<file path="config.mk">
export PLATFORM = sky130hd
export DESIGN_NAME = hsu_regbank
export DESIGN_NICKNAME = d
export VERILOG_FILES = /design/src/hdl/hsu_regbank.v /design/src/hdl/hsu_level_detect.v
export VERILOG_INCLUDE_DIRS = /design/src /design/src/hdl
export SDC_FILE = /design/constraint.sdc
export NUM_CORES = 1
export LEC_CHECK = 0
export ABC_AREA = 0
export BUFFER_PORTS_ARGS = -buffer_cell sky130_fd_sc_hd__buf_4
export CAP_MARGIN = 10
export CORE_UTILIZATION = 50
export CTS_BUF_LIST = sky130_fd_sc_hd__clkbuf_2
export DETAILED_ROUTE_END_ITERATION = 7
export PLACE_DENSITY = 0.79
export RECOVER_POWER = 25
export SYNTH_ARGS = -nofsm -noshare
export SYNTH_HDL_FRONTEND = slang
export SYNTH_SLANG_ARGS = --single-unit
export TNS_END_PERCENT = 5
</file>
<file path="constraint.sdc">
create_clock -name clk_i -period 2.7 [get_ports clk_i]
set_clock_uncertainty 0.1 [all_clocks]
set_input_delay 0.27 -clock clk_i [delete_from_list [all_inputs] [get_ports clk_i]]
set_output_delay 0.27 -clock clk_i [all_outputs]
set_load 0.03 [all_outputs]
</file>
<file path="src/hdl/hsu_regs.vh">
// Register indices, field positions, reset values and counts for the
// hidden-setting unlock and threshold-load register bank.
// Assumes a 32-bit classic Wishbone bus; byte address = 4 * index.
`ifndef HSU_REGS_VH
`define HSU_REGS_VH

// Register indices (word index; byte address is four times this)
`define HSU_IDX_HIDDEN      16'hE7E2
`define HSU_IDX_UNLOCK      16'hE7FE
`define HSU_IDX_RUN         16'h0100
`define HSU_IDX_SAG         16'h0101
`define HSU_IDX_ZXT         16'h0102
`define HSU_IDX_STATUS      16'h0103

// Unlock key written to the unlock location
`define HSU_UNLOCK_KEY      8'hAD

// Reset values
`define HSU_HIDDEN_RST      8'h00
`define HSU_RUN_RST         1'b0
`define HSU_SAG_RST         24'h000000
`define HSU_ZXT_RST         16'hFFFF

// Status register bit positions
`define HSU_ST_SAG_PEND     0
`define HSU_ST_ZXT_PEND     1
`define HSU_ST_KEY_ARMED    2
`define HSU_ST_LEVEL_SEEN   3

// Run register bit position
`define HSU_RUN_BIT         0

// Writes after which a held-back value is taken without a level event
`define HSU_REPEAT_WRITES   4'h8

// Phase level, percent of ADC full scale, that releases held-back values
`define HSU_LEVEL_PCT       10

`endif

</file>
<file path="src/hdl/hsu_regbank.v">
// Register bank: keyed unlock of the hidden accuracy setting, run control,
// and held-back loading of the sag level and zero-crossing timeout values.
// Assumes a classic Wishbone master on clk_i and phase samples on clk_i.
//
// Chosen here: the Wishbone register port.
`include "hsu_regs.vh"

// Operation
// - After a good unlock sequence, reading 0xE7E2 returns the value written.
// - Sag and timeout values are initialised at reset, used once run is set.
// - A new sag level may wait, but is adopted once a phase passes 10%.
// - A new timeout may wait, but is adopted once a phase passes 10%.
module hsu_regbank #(
  parameter SAG_W          = 24,
  parameter ZXT_W          = 16,
  parameter ADC_W          = 24,
  parameter ADC_FULL_SCALE = 24'h7FFFFF
)(
  input  wire             clk_i,
  input  wire             rstn_i,
  input  wire             wb_cyc_i,
  input  wire             wb_stb_i,
  input  wire             wb_we_i,
  input  wire [17:0]      wb_adr_i,
  input  wire [3:0]       wb_sel_i,
  input  wire [31:0]      wb_dat_i,
  output wire [31:0]      wb_dat_o,
  output wire             wb_ack_o,
  input  wire [ADC_W-1:0] phase_a_v_i,
  input  wire [ADC_W-1:0] phase_b_v_i,
  input  wire [ADC_W-1:0] phase_c_v_i,
  output wire             run_o,
  output wire [SAG_W-1:0] sag_level_threshold_o,
  output wire [ZXT_W-1:0] zero_cross_timeout_o,
  output wire [7:0]       hidden_setting_o
);

  // Bus slave state
  reg         ack_q;
  reg  [31:0] rdat_q;
  reg  [31:0] rdat_d;

  // Hidden setting and its key
  reg  [7:0]  hidden_q;
  reg         key_armed_q;

  // Run control
  reg         run_q;

  // Sag level: shadow as written, active as used by the detector
  reg  [SAG_W-1:0] sag_shadow_q;
  reg  [SAG_W-1:0] sag_active_q;
  reg              sag_pend_q;
  reg  [3:0]       sag_cnt_q;

  // Zero-crossing timeout: shadow and active
  reg  [ZXT_W-1:0] zxt_shadow_q;
  reg  [ZXT_W-1:0] zxt_active_q;
  reg              zxt_pend_q;
  reg  [3:0]       zxt_cnt_q;

  // Sticky record that a phase has passed the release level
  reg              level_seen_q;

  wire             level_over;
  wire [15:0]      idx;
  wire             acc;
  wire             wr;
  wire             sag_wr;
  wire             zxt_wr;
  wire             sag_adopt;
  wire             zxt_adopt;
  wire [31:0]      sag_merged;
  wire [31:0]      zxt_merged;
  wire             key_wr;
  wire             hid_wr;
  wire             run_wr;
  wire             st_wr;

  // Byte-lane merge of a write into an existing word
  function [31:0] lane_merge;
    input [31:0] old_w;
    input [31:0] new_w;
    input [3:0]  sel;
    integer      i;
    begin
      lane_merge = old_w;
      for (i = 0; i < 4; i = i + 1)
        if (sel[i])
          lane_merge[i*8 +: 8] = new_w[i*8 +: 8];
    end
  endfunction

  // Next value of a write counter, saturating at the repeat count
  function [3:0] cnt_next;
    input [3:0] cnt;
    begin
      if (cnt == `HSU_REPEAT_WRITES)
        cnt_next = cnt;
      else
        cnt_next = cnt + 4'h1;
    end
  endfunction

  // Byte write to one word: byte-wide registers need lane 0 enabled
  function byte_hit;
    input        w;
    input [3:0]  sel;
    input [15:0] a;
    input [15:0] target;
    begin
      byte_hit = w & sel[0] & (a == target);
    end
  endfunction

  hsu_level_detect #(
    .ADC_W          (ADC_W),
    .ADC_FULL_SCALE (ADC_FULL_SCALE)
  ) u_level (
    .clk_i       (clk_i),
    .rstn_i      (rstn_i),
    .phase_a_v_i (phase_a_v_i),
    .phase_b_v_i (phase_b_v_i),
    .phase_c_v_i (phase_c_v_i),
    .over_o      (level_over)
  );

  // One access per request: taken in the cycle before ack rises, so a
  // held request is never seen twice.
  assign idx    = wb_adr_i[17:2];
  assign acc    = wb_cyc_i & wb_stb_i & ~ack_q;
  assign wr     = acc & wb_we_i;
  assign sag_wr = wr & (idx == `HSU_IDX_SAG);
  assign zxt_wr = wr & (idx == `HSU_IDX_ZXT);

  // Write strobes of the byte-wide registers, which live in lane 0
  assign key_wr = byte_hit(wr, wb_sel_i, idx, `HSU_IDX_UNLOCK);
  assign hid_wr = byte_hit(wr, wb_sel_i, idx, `HSU_IDX_HIDDEN);
  assign run_wr = byte_hit(wr, wb_sel_i, idx, `HSU_IDX_RUN);
  assign st_wr  = byte_hit(wr, wb_sel_i, idx, `HSU_IDX_STATUS);

  assign sag_merged = lane_merge({{(32-SAG_W){1'b0}}, sag_shadow_q}, wb_dat_i, wb_sel_i);
  assign zxt_merged = lane_merge({{(32-ZXT_W){1'b0}}, zxt_shadow_q}, wb_dat_i, wb_sel_i);

  // A held value is released by a phase above the level, or by enough
  // repeated writes for hosts that cannot count on line voltage.
  assign sag_adopt = sag_pend_q &
                     (level_over | (sag_cnt_q == `HSU_REPEAT_WRITES));
  assign zxt_adopt = zxt_pend_q &
                     (level_over | (zxt_cnt_q == `HSU_REPEAT_WRITES));

  // Wishbone acknowledge: one cycle after the request, dropped next cycle
  // A registered ack costs a cycle per access but keeps the bus path short
  always @(posedge clk_i or negedge rstn_i)
  begin
    if (!rstn_i)
      ack_q <= 1'b0;
    else
      ack_q <= wb_cyc_i & wb_stb_i & ~ack_q;
  end

  // Unlock sequence: only a write that immediately follows the key
  // reaches the hidden setting; any access other than another good key write drops the key.
  always @(posedge clk_i or negedge rstn_i)
  begin
    if (!rstn_i)
    begin
      hidden_q    <= `HSU_HIDDEN_RST;
      key_armed_q <= 1'b0;
    end
    else if (acc)
    begin
      if (key_armed_q && hid_wr)
        hidden_q <= wb_dat_i[7:0];
      key_armed_q <= key_wr &&
                     (wb_dat_i[7:0] == `HSU_UNLOCK_KEY);
    end
  end

  // Run register
  always @(posedge clk_i or negedge rstn_i)
  begin
    if (!rstn_i)
      run_q <= `HSU_RUN_RST;
    else if (run_wr)
      run_q <= wb_dat_i[`HSU_RUN_BIT];
  end

  // Sag level shadow, pending flag and repeat counter. A write in the
  // same cycle as an adoption wins: the newer value stays pending.
  always @(posedge clk_i or negedge rstn_i)
  begin
    if (!rstn_i)
    begin
      sag_shadow_q <= `HSU_SAG_RST;
      sag_active_q <= `HSU_SAG_RST;
      sag_pend_q   <= 1'b0;
      sag_cnt_q    <= 4'h0;
    end
    else
    begin
      if (sag_adopt)
        sag_active_q <= sag_shadow_q;
      if (sag_wr)
      begin
        sag_shadow_q <= sag_merged[SAG_W-1:0];
        sag_pend_q   <= 1'b1;
        sag_cnt_q    <= sag_adopt ? 4'h1 : cnt_next(sag_cnt_q);
      end
      else if (sag_adopt)
      begin
        sag_pend_q <= 1'b0;
        sag_cnt_q  <= 4'h0;
      end
    end
  end

  // Zero-crossing timeout shadow, pending flag and repeat counter
  always @(posedge clk_i or negedge rstn_i)
  begin
    if (!rstn_i)
    begin
      zxt_shadow_q <= `HSU_ZXT_RST;
      zxt_active_q <= `HSU_ZXT_RST;
      zxt_pend_q   <= 1'b0;
      zxt_cnt_q    <= 4'h0;
    end
    else
    begin
      if (zxt_adopt)
        zxt_active_q <= zxt_shadow_q;
      if (zxt_wr)
      begin
        zxt_shadow_q <= zxt_merged[ZXT_W-1:0];
        zxt_pend_q   <= 1'b1;
        zxt_cnt_q    <= zxt_adopt ? 4'h1 : cnt_next(zxt_cnt_q);
      end
      else if (zxt_adopt)
      begin
        zxt_pend_q <= 1'b0;
        zxt_cnt_q  <= 4'h0;
      end
    end
  end

  // Sticky level record, cleared by writing one to its status bit;
  // a level event in the clearing cycle keeps it set.
  always @(posedge clk_i or negedge rstn_i)
  begin
    if (!rstn_i)
      level_seen_q <= 1'b0;
    else if (level_over)
      level_seen_q <= 1'b1;
    else if (st_wr && wb_dat_i[`HSU_ST_LEVEL_SEEN])
      level_seen_q <= 1'b0;
  end

  // Read multiplexer; unlock key and unmapped words read as zero
  always @*
  begin
    rdat_d = 32'h00000000;
    case (idx)
      `HSU_IDX_HIDDEN:
        rdat_d[7:0] = hidden_q;
      `HSU_IDX_RUN:
        rdat_d[`HSU_RUN_BIT] = run_q;
      `HSU_IDX_SAG:
        rdat_d[SAG_W-1:0] = sag_shadow_q;
      `HSU_IDX_ZXT:
        rdat_d[ZXT_W-1:0] = zxt_shadow_q;
      `HSU_IDX_STATUS:
      begin
        rdat_d[`HSU_ST_SAG_PEND]   = sag_pend_q;
        rdat_d[`HSU_ST_ZXT_PEND]   = zxt_pend_q;
        rdat_d[`HSU_ST_KEY_ARMED]  = key_armed_q;
        rdat_d[`HSU_ST_LEVEL_SEEN] = level_seen_q;
      end
      default:
        rdat_d = 32'h00000000;
    endcase
  end

  always @(posedge clk_i or negedge rstn_i)
  begin
    if (!rstn_i)
      rdat_q <= 32'h00000000;
    else if (acc && !wb_we_i)
      rdat_q <= rdat_d;
  end

  assign wb_ack_o              = ack_q;
  assign wb_dat_o              = rdat_q;
  assign run_o                 = run_q;
  assign sag_level_threshold_o = sag_active_q;
  assign zero_cross_timeout_o  = zxt_active_q;
  assign hidden_setting_o      = hidden_q;

endmodule

</file>
<file path="src/hdl/hsu_level_detect.v">
// Phase voltage level detector: flags when any phase magnitude is above
// a fixed percentage of ADC full scale.
// Assumes samples come from logic on the same clock, so no synchroniser.
`include "hsu_regs.vh"

module hsu_level_detect #(
  parameter ADC_W          = 24,
  parameter ADC_FULL_SCALE = 24'h7FFFFF
)(
  input  wire             clk_i,
  input  wire             rstn_i,
  input  wire [ADC_W-1:0] phase_a_v_i,
  input  wire [ADC_W-1:0] phase_b_v_i,
  input  wire [ADC_W-1:0] phase_c_v_i,
  output wire             over_o
);

  localparam integer     LEVEL_I = (ADC_FULL_SCALE / 100) * `HSU_LEVEL_PCT;
  localparam [ADC_W-1:0] LEVEL   = LEVEL_I[ADC_W-1:0];

  reg over_q;

  // Two's complement magnitude; the most negative code keeps its true size
  function [ADC_W-1:0] mag;
    input [ADC_W-1:0] s;
    begin
      if (s[ADC_W-1])
        mag = ~s + {{(ADC_W-1){1'b0}}, 1'b1};
      else
        mag = s;
    end
  endfunction

  always @(posedge clk_i or negedge rstn_i)
  begin
    if (!rstn_i)
      over_q <= 1'b0;
    else
      over_q <= (mag(phase_a_v_i) > LEVEL) |
                (mag(phase_b_v_i) > LEVEL) |
                (mag(phase_c_v_i) > LEVEL);
  end

  assign over_o = over_q;

endmodule

</file>
==> flow_summary.yaml <==
power_and_ir_drop:
  p_total_mw: 4.00
  ir_worst_vdd_mv: 0.260
  p_leak_nw: 4.87
  powerDensity_nw_per_um2: 396
global_route:
  grt_max_degree: 69
  grt_usage: 0.309
  grt_pass1_vias: 7260
  grt_overflow_total: 0
  grt_pass1_wl_um: 35400
  antenna_found_initial: 0
sta:
  maxSlewHeadroom: -0.0953
  period_share: 0.989
  drv_slew: 69
  max_clock_freq_ghz: 0.374
  hold_ws_ns: 0.0518
  tns_ns: 0
  hold_viol_final: 0
  finalSetupViolCount: 0
  fin_crit_ns: 2.67
  worst_slew_pin_slew_ns: 1.64
worst_setup_path:
  worst-r2r-cell-count: 7
  critPathMaxStageDelay_ns: 0.58
  slowest_stage: "dlygate4sd3_1"
  cp.arrival_ns: 3.15
  regToRegEndpoint: "sag_shadow_q[16]"
  regToRegSetupSlack_ns: 0.17
  cp-end-kind: "flop"
  r2r-start: "wb_ack_o"
  crit_required_ns: 3.18
  worstPathMaxFanout: 3
  cp-start-kind: "input port"
  crit_chain: "buf_4 -> or4_1 -> nor2_1 -> or4b_1 -> nor4_1 -> mux2i_1 -> o22ai_1 -> dlygate4sd3_1 -> a211oi_2 -> o221ai_2"
  crit_type: "input port to flop"
cts:
  clk_pin_slew_ns: 0.18
  cts_buffer_depth: 2
  numClockSinks: 127
  cts_root_buf: "clkbuf_2"
  clk_latency_ns: 0.70
  htree_levels: 4
  cts_buffers: 17
  cts_tree: "done"
drt:
  routed_wl_um: 22500
  first_iter_violations: 651
  vias_per_cell: 5.86
  drt_first_pass_iters: 8
  vias: 7468
  ant_nets: 0
  drc: 2
  wl_per_cell_um: 17.6
floorplanning:
  core_um2: 13800
  dieWidth_um: 121
  fp-row-count: 43
  io_pins: 213
  dieArea_um2: 14600
  initial_utilization: 0.512
  die_h_um: 121
synthesis:
  synth.area.top_cells: "dfrtp_1, dfstp_2, nand2_1"
  async_flop_share: 1.00
  yosys.area.top_type_share: 0.336
  yosys.area.top_type: "dfrtp_1"
  synthCells: 774
  seq_area_frac_synth: 0.455
  synth.distinct_cells: 75
  yosysWarnings: 0
  synth.cell_area_um2: 7080
  synth_edf_count: 0
  avgSynthCellArea_um2: 9.14
  synthFlopType: "dfrtp_1"
  synth-seq-cells: 127
hold_path:
  hold_depth: 6
  hp-start: "phase_b_v_i[21]"
  min_to: "u_level.over_o"
  hold_path_class: "input port to flop"
layout:
  layout_common_cells: "buf_4, nand2_1, dfrtp_1"
  num-nets-final: 1219
  final_common_cell: "buf_4"
  utilization: 0.731
  areaGrowthSynthToFinish_pct: 42.8
  fin_cells: 1275
  diodes: 0
  drive_gt1_frac: 0.357
place:
  portBuffers: 193
  dp_cells: 1172
  dpl.hpwl_um: 14600
  globalplace.congestion: 0.897
run:
  cap_violations: 2
status:
  failed_checks: "DRC, capacitance limit, slew limit"
  status: "finished, violations left"
[synthesized netlist by cell type (6+ instances only)]
library cell	number
mux2_2	52
a222oi_1	7
nor2b_1	7
o21ai_0	28
nand2_1	183
nor3_1	23
ha_1	6
a21oi_1	18
a221oi_1	9
a31oi_1	6
dfstp_2	32
o31ai_1	7
nand4_1	12
inv_1	16
dfrtp_1	95
xor2_1	11
nand3_1	18
nor4_1	21
or4_1	11
nand2b_1	6
buf_4	8
clkbuf_1	31
nor2_1	58
or3_1	8
[worst max path at each step]
stage,start,to,cells past startpoint
5_1_grt,rstn_i,sag_shadow_q[2],4
4_1_cts,wb_adr_i[16],sag_shadow_q[16],10
6_report,phase_a_v_i[7],u_level.over_o,10
3_3_place_gp,phase_b_v_i[0],u_level.over_o,11
3_5_place_dp,phase_b_v_i[0],u_level.over_o,11
2_1_floorplan,phase_b_v_i[7],u_level.over_o,10
[kinds of logic after synthesis]
group / after synthesis / share of synthesized area
AND/OR/NAND/NOR: 383 / 0.258
flip-flops: 127 / 0.455
AO/OA/AOI/OAI: 126 / 0.129
buffers and inverters: 59 / 0.0368
multiplexers: 57 / 0.0916
XOR/XNOR: 15 / 0.0186
adder cells (fa/ha/maj): 6 / 0.0106
other: 1 / 0.000530
[sequential cells by signal, indices dropped and copies added (netlist names)]
| register | count |
|---|---|
| zxt_pend_q | 1 |
| level_seen_q | 1 |
| key_armed_q | 1 |
| sag_shadow_q | 24 |
| sag_pend_q | 1 |
| zero_cross_timeout_o | 16 |
| zxt_shadow_q | 16 |
| zxt_cnt_q | 4 |
| sag_level_threshold_o | 24 |
| wb_ack_o | 1 |
| hidden_setting_o | 8 |
| run_o | 1 |
| sag_cnt_q | 4 |
| wb_dat_o | 24 |
| u_level.over_o | 1 |
[routing by layer]
metal  GRT usage  vias up  wire length (um)
met3      0.0691       55              1560
met5           0        -                 0
met2       0.536      379             11500
met4       0.127        0               673
met1       0.369     3618              8780
li1            -     3416                 -
[area by class of cell]
class,count,area (um2)
repair buffers,324,2610
fillers,977,3720
clock buffers,17,85.1
multi-input cells,595,3690
flip-flops and latches,127,3220
clock inverters,15,208
inverters,17,70.1
well taps,180,225
[worst max-delay path: cells and delay by family]
kind,cells,cell delay [ns]
compound gates,3,0.37
buf+inv,2,0.69
mux,1,0.23
simple gates,4,1.59
[power by group]
group / internal (mW) / switching (mW)
clock: 0.624 / 0.769
combinational: 0.312 / 0.349
sequential: 1.93 / 0.0157
[what timing repair did]
item | in CTS | in global routing
buffers inserted | 0 | 0
hold buffers | 71 | 1
endpoints found under the hold margin | 178 | 10
gates resized for setup | 0 | 13
setup endpoints to repair | 0 | 13
[per-stage QoR]
| step | worst slack [ns] | area, um2 |
|---|---|---|
| 2_1_floorplan | -0.00907 | 7120 |
| 3_3_place_gp | -0.153 | 9060 |
| 3_5_place_dp | -0.282 | 9060 |
| 4_1_cts | 0.0471 | 10100 |
| 5_1_grt | -0.00471 | 10100 |
| 6_report | 0.0291 | 10100 |
No activity file was read; power rests on OpenSTA's default activity.
